[config.mk]
export PLATFORM = sky130hd
export DESIGN_NAME = pic_top
export DESIGN_NICKNAME = d
export VERILOG_FILES = /design/src/pic_pkg.sv /design/src/pic_arb_if.sv /design/src/pic_arbiter.sv /design/src/pic_top.sv
export SDC_FILE = /design/constraint.sdc
export NUM_CORES = 1
export LEC_CHECK = 0
export BUFFER_PORTS_ARGS = -buffer_cell sky130_fd_sc_hd__buf_2
export CORE_ASPECT_RATIO = 0.9
export CORE_UTILIZATION = 40
export DETAILED_ROUTE_END_ITERATION = 8
export PLACE_DENSITY = 0.61
export SYNTH_ARGS = -nofsm -noshare
export SYNTH_HDL_FRONTEND = slang
export SYNTH_SLANG_ARGS = --single-unit
[constraint.sdc]
create_clock -name pclk -period 2.85 [get_ports pclk]
set_clock_uncertainty 0.05 [all_clocks]
set_input_delay 0.57 -clock pclk [delete_from_list [all_inputs] [get_ports pclk]]
set_output_delay 0.57 -clock pclk [all_outputs]
set_load 0.05 [all_outputs]
[src/pic_pkg.sv]
package pic_pkg;

  // ---------------------------------------------------------------
  // sizes
  // ---------------------------------------------------------------
  localparam int NUM_SRC  = 16;
  localparam int SRC_W    = 4;
  localparam int NUM_PIN  = 8;
  localparam int NUM_PER  = 4;
  localparam int LVL_W    = 2;
  localparam int DATA_W   = 32;
  localparam int APB_AW   = 14;
  localparam int IDX_W    = 12;
  localparam int REG_W    = 8;
  localparam int ST_W     = 2;

  typedef logic [LVL_W-1:0] pic_level_t;

  localparam pic_level_t LVL_OFF = 2'h0;
  localparam pic_level_t LVL_1   = 2'h1;
  localparam pic_level_t LVL_3   = 2'h3;

  // ---------------------------------------------------------------
  // source map
  // ---------------------------------------------------------------
  localparam int PIN_BASE    = 0;
  localparam int PER_BASE    = 8;
  localparam int SRC_WDT     = 12;
  localparam int SRC_PRI_OSC = 13;
  localparam int SRC_WDT_OSC = 14;
  localparam int SRC_ILLEGAL = 15;
  localparam int PIN_SHARED  = 6;

  localparam logic [NUM_SRC-1:0] FORCED_ALWAYS = 16'he000;
  localparam logic [NUM_SRC-1:0] FORCED_IF_EN  = 16'h1000;

  // ---------------------------------------------------------------
  // register indices, byte address is four times the index
  // ---------------------------------------------------------------
  localparam logic [IDX_W-1:0] IDX_PENDING  = 12'hfc0;
  localparam logic [IDX_W-1:0] IDX_LEVEL    = 12'hfc1;
  localparam logic [IDX_W-1:0] IDX_CTRL     = 12'hfc2;
  localparam logic [IDX_W-1:0] IDX_STATUS   = 12'hfc3;
  localparam logic [IDX_W-1:0] IDX_MASK     = 12'hfc4;
  localparam logic [IDX_W-1:0] IDX_EDGE_POL = 12'hfcd;
  localparam logic [IDX_W-1:0] IDX_SRC_SEL  = 12'hfce;

  // ---------------------------------------------------------------
  // fields and reset values
  // ---------------------------------------------------------------
  localparam int CTRL_GIE_BIT  = 0;
  localparam int SEL_PIN6_BIT  = 6;
  localparam int ST_ACK_BIT    = 0;
  localparam int ST_TRAP_BIT   = 1;

  localparam logic [REG_W-1:0]       RST_EDGE_POL = 8'h00;
  localparam logic [REG_W-1:0]       RST_SRC_SEL  = 8'h00;
  localparam logic [NUM_SRC-1:0]     RST_PENDING  = 16'h0000;
  localparam logic [2*NUM_SRC-1:0]   RST_LEVEL    = 32'h0000_0000;
  localparam logic [ST_W-1:0]        RST_ST       = 2'h0;
  localparam logic [DATA_W-1:0]      RD_ZERO      = 32'h0000_0000;

endpackage : pic_pkg

[src/pic_arb_if.sv]
`timescale 1ns/1ps

interface pic_arb_if;
  import pic_pkg::*;

  logic [NUM_SRC-1:0]   pending;
  logic [2*NUM_SRC-1:0] level;
  logic                 valid;
  logic [SRC_W-1:0]     win_src;
  pic_level_t           win_level;

  modport ctl (output pending, output level, input valid, input win_src, input win_level);
  modport arb (input pending, input level, output valid, output win_src, output win_level);

endinterface : pic_arb_if

[src/pic_arbiter.sv]
`timescale 1ns/1ps

module pic_arbiter (
  pic_arb_if.arb bus
);
  import pic_pkg::*;

  pic_level_t eff_lvl [NUM_SRC];

  // ---------------------------------------------------------------
  // effective level per source
  // ---------------------------------------------------------------
  for (genvar i = 0; i < NUM_SRC; i++) begin : g_lvl
    pic_level_t prog;
    assign prog = bus.level[i*LVL_W +: LVL_W];
    assign eff_lvl[i] = (FORCED_ALWAYS[i] || (FORCED_IF_EN[i] && prog != LVL_OFF))
                        ? LVL_3 : prog;
  end

  // ---------------------------------------------------------------
  // later hits overwrite: higher level, then higher index wins
  // ---------------------------------------------------------------
  always_comb begin
    bus.valid     = 1'b0;
    bus.win_src   = '0;
    bus.win_level = LVL_OFF;
    for (int l = LVL_1; l <= LVL_3; l++) begin
      for (int i = 0; i < NUM_SRC; i++) begin
        if (bus.pending[i] && eff_lvl[i] == LVL_W'(l)) begin
          bus.valid     = 1'b1;
          bus.win_src   = SRC_W'(i);
          bus.win_level = LVL_W'(l);
        end
      end
    end
  end

endmodule : pic_arbiter

[src/pic_top.sv]
`timescale 1ns/1ps
// Operation
// - writing one to the global enable bit enables interrupt servicing
// - global enable clears on disable, acknowledge, write zero, reset, traps
// - three priority levels per source, level three highest, one lowest
// - a higher-level pending request always beats any lower-level one
// - within one level a fixed per-source ranking picks the winner
// - watchdog when enabled, oscillator fails, illegal trap forced to level three
// - one-cycle request pulses are caught in sticky pending bits
// - acknowledge clears that source's pending bit until it pulses again
// - writing zero to a pending bit clears it like an acknowledge
// - polarity bit zero triggers on falling pin edge, one on rising
// - select bit six routes pin six or comparator to shared interrupt
// - shared interrupt is edge triggered; changing selection may cause an edge

module pic_top (
  input  wire  logic                          pclk,
  input  wire  logic                          presetn,
  input  wire  logic [pic_pkg::APB_AW-1:0]    paddr,
  input  wire  logic                          psel,
  input  wire  logic                          penable,
  input  wire  logic                          pwrite,
  input  wire  logic [pic_pkg::DATA_W-1:0]    pwdata,
  output logic       [pic_pkg::DATA_W-1:0]    prdata,
  output logic                                pready,
  output logic                                pslverr,
  input  wire  logic [pic_pkg::NUM_PIN-1:0]   port_a_pin_input,
  input  wire  logic                          comparator_out,
  input  wire  logic [pic_pkg::NUM_PER-1:0]   periph_irq_pulse,
  input  wire  logic                          wdt_irq_pulse,
  input  wire  logic                          pri_osc_fail_pulse,
  input  wire  logic                          wdt_osc_fail_pulse,
  input  wire  logic                          illegal_trap_pulse,
  input  wire  logic                          trap_instr_pulse,
  input  wire  logic                          disable_interrupt_instruction,
  input  wire  logic                          core_ack,
  output logic                                core_req,
  output logic       [pic_pkg::SRC_W-1:0]     core_vector,
  output logic       [pic_pkg::LVL_W-1:0]     core_level,
  output logic                                global_interrupt_enable,
  output logic                                irq
);
  import pic_pkg::*;

  // ---------------------------------------------------------------
  // addresses
  // ---------------------------------------------------------------
  localparam logic [APB_AW-1:0] A_PENDING  = {IDX_PENDING, 2'h0};
  localparam logic [APB_AW-1:0] A_LEVEL    = {IDX_LEVEL, 2'h0};
  localparam logic [APB_AW-1:0] A_CTRL     = {IDX_CTRL, 2'h0};
  localparam logic [APB_AW-1:0] A_STATUS   = {IDX_STATUS, 2'h0};
  localparam logic [APB_AW-1:0] A_MASK     = {IDX_MASK, 2'h0};
  localparam logic [APB_AW-1:0] A_EDGE_POL = {IDX_EDGE_POL, 2'h0};
  localparam logic [APB_AW-1:0] A_SRC_SEL  = {IDX_SRC_SEL, 2'h0};

  // ---------------------------------------------------------------
  // state
  // ---------------------------------------------------------------
  typedef struct packed {
    logic [NUM_SRC-1:0]   pending;
    logic [2*NUM_SRC-1:0] level;
    logic                 gie;
    logic [REG_W-1:0]     edge_pol;
    logic                 pin6_comparator_source_select;
    logic [NUM_PIN-1:0]   pin_prev;
    logic                 pin_primed;
    logic [ST_W-1:0]      status;
    logic [ST_W-1:0]      mask;
    logic [DATA_W-1:0]    prdata;
    logic                 pready;
    logic                 pslverr;
    logic                 core_req;
    logic [SRC_W-1:0]     core_vector;
    pic_level_t           core_level;
    logic                 irq;
  } pic_state_t;

  localparam pic_state_t ST_RESET = '{
    pending                       : RST_PENDING,
    level                         : RST_LEVEL,
    gie                           : 1'b0,
    edge_pol                      : RST_EDGE_POL,
    pin6_comparator_source_select : 1'b0,
    pin_prev                      : '0,
    pin_primed                    : 1'b0,
    status                        : RST_ST,
    mask                          : RST_ST,
    prdata                        : RD_ZERO,
    pready                        : 1'b0,
    pslverr                       : 1'b0,
    core_req                      : 1'b0,
    core_vector                   : '0,
    core_level                    : LVL_OFF,
    irq                           : 1'b0
  };

  pic_state_t          st;
  pic_state_t          next_st;

  logic [NUM_PIN-1:0]  pin_now;
  logic [NUM_PIN-1:0]  pin_edge;
  logic [NUM_SRC-1:0]  set_vec;
  logic [NUM_SRC-1:0]  keep_vec;
  logic [NUM_SRC-1:0]  ack_vec;
  logic [NUM_SRC-1:0]  next_pending;
  logic [2*NUM_SRC-1:0] next_level;
  logic                access;
  logic                wr;
  logic                setup;
  logic                ack_taken;
  logic                trap_any;

  pic_arb_if arb_bus ();

  pic_arbiter u_arb (
    .bus (arb_bus)
  );

  // ---------------------------------------------------------------
  // pin edge detection
  // ---------------------------------------------------------------
  always_comb begin
    pin_now             = port_a_pin_input;
    pin_now[PIN_SHARED] = st.pin6_comparator_source_select ? comparator_out
                                                            : port_a_pin_input[PIN_SHARED];
  end

  for (genvar i = 0; i < NUM_PIN; i++) begin : g_pin
    // prev holds the muxed source, so a select change is seen as an edge
    assign pin_edge[i] = st.pin_primed &&
                         (st.edge_pol[i] ? (pin_now[i] && !st.pin_prev[i])
                                         : (!pin_now[i] && st.pin_prev[i]));
  end

  // ---------------------------------------------------------------
  // pending requests
  // ---------------------------------------------------------------
  assign setup     = psel && !penable;
  assign access    = psel && penable && st.pready;
  assign wr        = access && pwrite;
  assign ack_taken = core_ack && st.core_req;
  assign trap_any  = trap_instr_pulse || illegal_trap_pulse || pri_osc_fail_pulse || wdt_osc_fail_pulse;

  always_comb begin
    set_vec                                = '0;
    set_vec[PIN_BASE +: NUM_PIN]           = pin_edge;
    set_vec[PER_BASE +: NUM_PER]           = periph_irq_pulse;
    set_vec[SRC_WDT]                       = wdt_irq_pulse;
    set_vec[SRC_PRI_OSC]                   = pri_osc_fail_pulse;
    set_vec[SRC_WDT_OSC]                   = wdt_osc_fail_pulse;
    set_vec[SRC_ILLEGAL]                   = illegal_trap_pulse;
    keep_vec                               = (wr && paddr == A_PENDING) ? pwdata[NUM_SRC-1:0]
                                                                        : '1;
    ack_vec                                = '0;
    ack_vec[st.core_vector]                = ack_taken;
  end

  // new pulses win over any clear in the same cycle
  assign next_pending   = (st.pending & keep_vec & ~ack_vec) | set_vec;
  // level for the arbiter, kept apart from next_st so no loop forms
  assign next_level      = (wr && paddr == A_LEVEL) ? pwdata : st.level;
  assign arb_bus.pending = next_pending;
  assign arb_bus.level   = next_level;

  // ---------------------------------------------------------------
  // next state
  // ---------------------------------------------------------------
  always_comb begin
    next_st            = st;
    next_st.pending    = next_pending;
    next_st.pin_prev   = pin_now;
    next_st.pin_primed = 1'b1;

    // register writes at the access edge
    if (wr) begin
      case (paddr)
        A_LEVEL:    next_st.level = pwdata;
        A_CTRL:     next_st.gie   = pwdata[CTRL_GIE_BIT];
        A_MASK:     next_st.mask  = pwdata[ST_W-1:0];
        A_EDGE_POL: next_st.edge_pol = pwdata[REG_W-1:0];
        A_SRC_SEL:  next_st.pin6_comparator_source_select = pwdata[SEL_PIN6_BIT];
        default:    next_st.gie   = st.gie;
      endcase
    end

    // hardware disables win over a software enable
    if (disable_interrupt_instruction || ack_taken || trap_any) begin
      next_st.gie = 1'b0;
    end

    // sticky events, cleared by a read, set wins
    if (access && !pwrite && paddr == A_STATUS) begin
      next_st.status = st.status & ~st.prdata[ST_W-1:0];
    end
    next_st.status[ST_ACK_BIT]  = next_st.status[ST_ACK_BIT] || ack_taken;
    next_st.status[ST_TRAP_BIT] = next_st.status[ST_TRAP_BIT] || trap_any;
    next_st.irq                 = |(next_st.status & next_st.mask);

    // apb: answer prepared in setup, accepted in access
    next_st.pready  = setup;
    next_st.pslverr = 1'b0;
    next_st.prdata  = RD_ZERO;
    if (setup) begin
      case (paddr)
        A_PENDING:  next_st.prdata[NUM_SRC-1:0] = st.pending;
        A_LEVEL:    next_st.prdata              = st.level;
        A_CTRL:     next_st.prdata[CTRL_GIE_BIT] = st.gie;
        A_STATUS:   next_st.prdata[ST_W-1:0]    = st.status;
        A_MASK:     next_st.prdata[ST_W-1:0]    = st.mask;
        A_EDGE_POL: next_st.prdata[REG_W-1:0]   = st.edge_pol;
        A_SRC_SEL:  next_st.prdata[SEL_PIN6_BIT] = st.pin6_comparator_source_select;
        default:    next_st.pslverr             = 1'b1;
      endcase
    end

    // presentation to the core
    next_st.core_req    = next_st.gie && arb_bus.valid;
    next_st.core_vector = arb_bus.win_src;
    next_st.core_level  = arb_bus.win_level;
  end

  // ---------------------------------------------------------------
  // state register
  // ---------------------------------------------------------------
  always_ff @(posedge pclk or negedge presetn) begin
    if (!presetn) begin
      st <= ST_RESET;
    end else begin
      st <= next_st;
    end
  end

  // ---------------------------------------------------------------
  // outputs
  // ---------------------------------------------------------------
  assign prdata                  = st.prdata;
  assign pready                  = st.pready;
  assign pslverr                 = st.pslverr;
  assign core_req                = st.core_req;
  assign core_vector             = st.core_vector;
  assign core_level              = st.core_level;
  assign global_interrupt_enable = st.gie;
  assign irq                     = st.irq;

endmodule : pic_top

# Yosys cells after proc, flatten, opt, wreduce, memory -nomap -nowiden
# Cells that the tools add are included.
# W data, S select, Z words.
# op_classes
add_sub_neg,0
n_mul,0
div_mod_pow,0
n_lt_le_gt_ge,2
n_eq_ne,46
shifts,0
muxes,157
bitwise,8
reduce_logical,105
# ops
op,n
$mux W4,40
$eq A14 B14 Y1 const B,7
$mux W2,45
$logic_and A1 B1 Y1,74
$mux W1,59
$eq A2 B2 Y1 const B,26
$and A16 B16 Y16,3
$mux W16,2
$mux W32,1
$eq A2 B1 Y1 const B,13
$mux W26,1
$logic_not A1 Y1,18
$not A16 Y16,1
$or A16 B16 Y16,1
$pmux W8 S2,1
$pmux W4 S3,1
$mux W10,1
$mux W8,1
$logic_or A1 B1 Y1,7
$reduce_or A7 Y1,1
$pmux W1 S6,1
$reduce_and A2 Y1,3
$lt A4 B5 Y1 const B,1
$pmux W1 S5,1
8 further kinds,9
# totals
ff_bits,113
latch_bits,0
ramBits,0
rom_bits,0
elab_cells,334
memories,0

# Longest topological paths before layout
# depth
word_depth,52
depth_mapped,12
mapped_depth_nobuf,10

# Cells and area by module
# Synthesis repeated with hierarchy kept, for this count alone.
# hier_totals
cells_unflattened,534
area_unflattened_um2,5675.4
# modules_own_cells
mod,instances,cells_per_inst,area_each_um2
pic_top,1,411,4913.5
pic_arbiter,1,123,762.0

# Worst setup path after synthesis
# Ideal clock, no wire load.
# synth_path
path_type,input to register
start,in paddr[4] (netlist bit)
end,"reg st, in the netlist core_req"
setup_ns,0.133
arrival_time_ns,2.975
slack_ns,-0.308
stages,11
path_buffers,2
cell_sequence,or4_1 > buf_2 > nor4_4 > buf_6 > a31oi_1 > nor4_2 > o311a_1 > and4bb_1 > nand3_1 > nor2_1 > a21boi_1
# synth_rtl
element,line_no,text
start: declaration,pic_top.sv:19,"input wire logic [pic_pkg::APB_AW-1:0] paddr,"
end signal: assignment,pic_top.sv:229,st <= next_st;
end: declaration,pic_top.sv:97,pic_state_t st;

# Final worst setup path
# layout_path
start,in paddr[6] (netlist bit)
end,"reg st, in the netlist core_vector[0]"
# layout_via
elab_chain_len,48
word_cells_on_any_way,128
# layout_rtl
element,line_no,text
$eq A14 B14 Y1,pic_top.sv:152,keep_vec = (wr && paddr == A_PENDING) ? pwdata[NUM_SRC-1:0]
$logic_and A1 B1 Y1,pic_top.sv:152,
$mux W16,pic_top.sv:152,
$and A16 B16 Y16 (2 in a row),pic_top.sv:159,assign next_pending = (st.pending & keep_vec & ~ack_vec) | set_vec;
$or A16 B16 Y16,pic_top.sv:159,
$logic_and A1 B1 Y1,pic_arbiter.sv:29,if (bus.pending[i] && eff_lvl[i] == LVL_W'(l)) begin
$mux W1,pic_arbiter.sv:29,
$mux W4 (39 in a row),pic_arbiter.sv:29,
$mux W4 (*),pic_arbiter.sv:29,
net arb_bus.win_src[0],pic_arb_if.sv:9,logic [SRC_W-1:0] win_src;
# Mark *: on every way through the listed nets, which the timed path passes. The rest lies on a longest branch.
# A chain may end at the register's enable or synchronous reset.

==> key figures <==
STA
  – Final setup TNS: 0 ns
  – Final Critical Period: 2.83 ns
  – Fmax: 353 MHz
  – RSZ-0062 raised after global routing: true
  – Final worst slack: 0.0163 ns
  – Final Setup Violations: 0
  – Worst-Margin Slew: 0.547 ns
  – Final hold violation count: 0
  – Rel. slew slack: 63.5%
  – Fin crit share: 99.4%
  – Final Max Slew Viols: 0

Routing
  – Wirelength per Cell: 21.2 µm
  – Residual DRC: 0
  – Total wire length: 24000 µm
  – DRC violation total after the first TritonRoute iteration: 551
  – TritonRoute pass-1 iters: 6
  – DR vias: 6444
  – Routed Antenna Nets: 0
  – Vias per inst: 5.68

Synthesis
  – Post-Syn Nets: 749
  – Sequential-to-total area share from yosys stat: 45.1%
  – Number of synthesized flops with an enable pin: 0
  – Syn_area_per_cell: 9.25 µm²
  – Largest area contributor in the netlist: dfrtp_1
  – Yosys reg bits: 113
  – Synth warn: 0
  – Synth cell types: 76
  – Synth top area cells: dfrtp_1, buf_4, nand2_1
  – Post-synthesis cell count: 678
  – Synthesized cell area: 6270 µm²
  – Area share of the leading cell type in the synthesized netlist: 45.1%
  – Most used DFF post-synth: dfrtp_1
  – Ys async rst share: 100%

Setup path
  – Cells on worst reg2reg path: 11
  – Crit Reg-Reg Startpoint: pready
  – Max Fanout on Critical Path: 6
  – CP Launch Type: input port
  – Worst setup EP type: flop
  – WS Path Type: in2reg
  – WP data arrival: 3.09 ns
  – CP required: 3.11 ns
  – Worst r2r dst: core_vector[0]
  – R2R Setup Slk: 0.06 ns

Placed design
  – Port Buffers: 113
  – Post-placement setup slack: -0.820 ns
  – RePlAce Congestion: 0.959
  – DP Cell Count: 1083
  – HPWL Detailed: 17600 µm
  – Placed inst area: 8020 µm²

Layout
  – Fin nets: 990
  – Area grow syn2layout: 50.5%
  – Design Area, Final: 9440 µm²
  – Layout cells sized above 1: 46.8%
  – N_diodes: 0
  – Fin cells: 1134
  – Commonest non-fill, non-tap cell in the layout: buf_4
  – Most frequent cells in the layout: buf_4, dfrtp_1, buf_2

GRT
  – Total GRT Usage: 30.6%
  – Largest net degree at the start of global routing: 53
  – Grt ovf: 0
  – First-pass GRT wire length: 36200 µm
  – Number of global-route vias before repair: 6461
  – Antenna violations before repair: 0

CTS
  – CTS tree: done
  – Later-pin clock latency in the skew report: 0.42 ns
  – Root Driver: clkbuf_16
  – # hold bufs at CTS: 0
  – CTS buffer count: 17
  – CTS Sinks: 113
  – Clock-pin slew on the worst setup and hold paths: 0.06 ns
  – H-tree levels: 4
  – CTS max path bufs: 2

Floorplan
  – Initial Util: 40.8%
  – Core area: 15400 µm²
  – # rows: 43
  – Die width: 134 µm
  – DIE AREA: 16200 µm²
  – Die height: 121 µm
  – Io pins: 114

Min path
  – HP Class: in2async

Pwr
  – VDD IR max: 499 µV
  – Cell Pwr Density: 431 nW/µm²
  – Leakage: 4.45 nW

Run
  – Max-Cap Viols: 0

Status
  – Result of the run: finished, final reports clean
-- area by class of cell --
class	count	area, µm²
inverters	39	146
flip-flops and latches	113	2830
clock inverters	15	184
repair buffers	283	2070
multi-input cells	465	3540
clock buffers	17	425
well taps	202	253
fillers	1349	5950
-- routing by layer --
metal	global-route usage [%]	wire length, µm
met1	41.7	10700
met2	48.6	11100
met3	5.53	1640
met4	10.7	472
met5	0	0
-- through the flow --
stage,utilization [%],hold WS (ns),power [W]
2_1_floorplan,-,0.224,0.00170
3_3_place_gp,52.1,0.392,0.00186
3_5_place_dp,52.1,0.404,0.00186
4_1_cts,58.4,0.0118,0.00409
5_1_grt,61.4,0.0238,0.00420
6_report,61.4,0.00639,0.00407
-- worst max-delay path, stage by stage --
cell       delay, ns
buf_6           0.10
or4_4           0.54
buf_6           0.14
nor4_4          0.14
buf_6           0.17
buf_8           0.13
buf_6           0.13
a21oi_4         0.05
o22ai_2         0.13
o21a_1          0.20
o2111ai_4       0.17
nor4bb_4        0.35
a21oi_2         0.11
a2bb2oi_2       0.13
-- where the power goes --
group          internal, W  total, W  switching [W]
combinational    0.0000901  0.000239       0.000149
sequential         0.00161   0.00162     0.00000441
clock              0.00138   0.00221       0.000830
total              0.00308   0.00407       0.000983
-- synthesized netlist by cell type, types with 4 or more instances --
| cell | instances |
|---|---|
| buf_4 | 39 |
| clkbuf_1 | 18 |
| nor2b_1 | 10 |
| o21a_1 | 4 |
| nand3_1 | 12 |
| nand2_1 | 74 |
| nor3_1 | 19 |
| nand2b_1 | 21 |
| a21oi_1 | 23 |
| mux2_2 | 11 |
| and3_1 | 17 |
| nor3b_1 | 4 |
| inv_1 | 38 |
| o21ai_0 | 34 |
| or4_1 | 4 |
| dfrtp_1 | 113 |
| mux2i_1 | 10 |
| o21ai_1 | 5 |
| and2_1 | 6 |
| nor4_1 | 13 |
| nand4_1 | 9 |
| nor2_1 | 41 |
| o22ai_1 | 15 |
| nand4b_1 | 7 |
| a22oi_1 | 16 |
| a21boi_0 | 4 |
| a31oi_1 | 15 |
| a222oi_1 | 6 |
| a22o_1 | 6 |
| and4_1 | 6 |
| or2_2 | 7 |
| nor4b_1 | 4 |
-- sequential cells by signal (all words and copies together) (netlist names) --
register / count
core_level: 2
core_req: 1
core_vector: 4
global_interrupt_enable: 1
irq: 1
prdata: 32
pready: 1
pslverr: 1
st: 70
-- worst max-delay path by stage --
stage | start | to | slack, ns
after floorplan | paddr[4] | core_req | -0.19
after global placement | paddr[4] | core_vector[0] | -0.88
after detailed placement | paddr[4] | core_vector[0] | -0.82
after CTS | paddr[6] | core_vector[0] | -0.06
after global routing | core_vector[2] | core_level[1] | -0.11
final | paddr[6] | core_vector[0] | 0.02
-- what timing repair did --
item / in CTS / in global routing
gates cloned: 1 / 1
pin swaps: 21 / 23
endpoints found under the setup margin: 7 / 7
endpoints found under the hold margin: 0 / 0
buffers inserted: 13 / 4
resized for setup: 49 / 79
-- logic make-up after synthesis --
family          count (synthesis)  share of synthesized area, %
buf+inv                       100                          8.60
flops                         113                          45.1
simple gates                  276                          24.4
mux                            21                          3.57
compound gates                167                          18.3
other cells                     1                        0.0598
(Power assumes the default switching activity.)
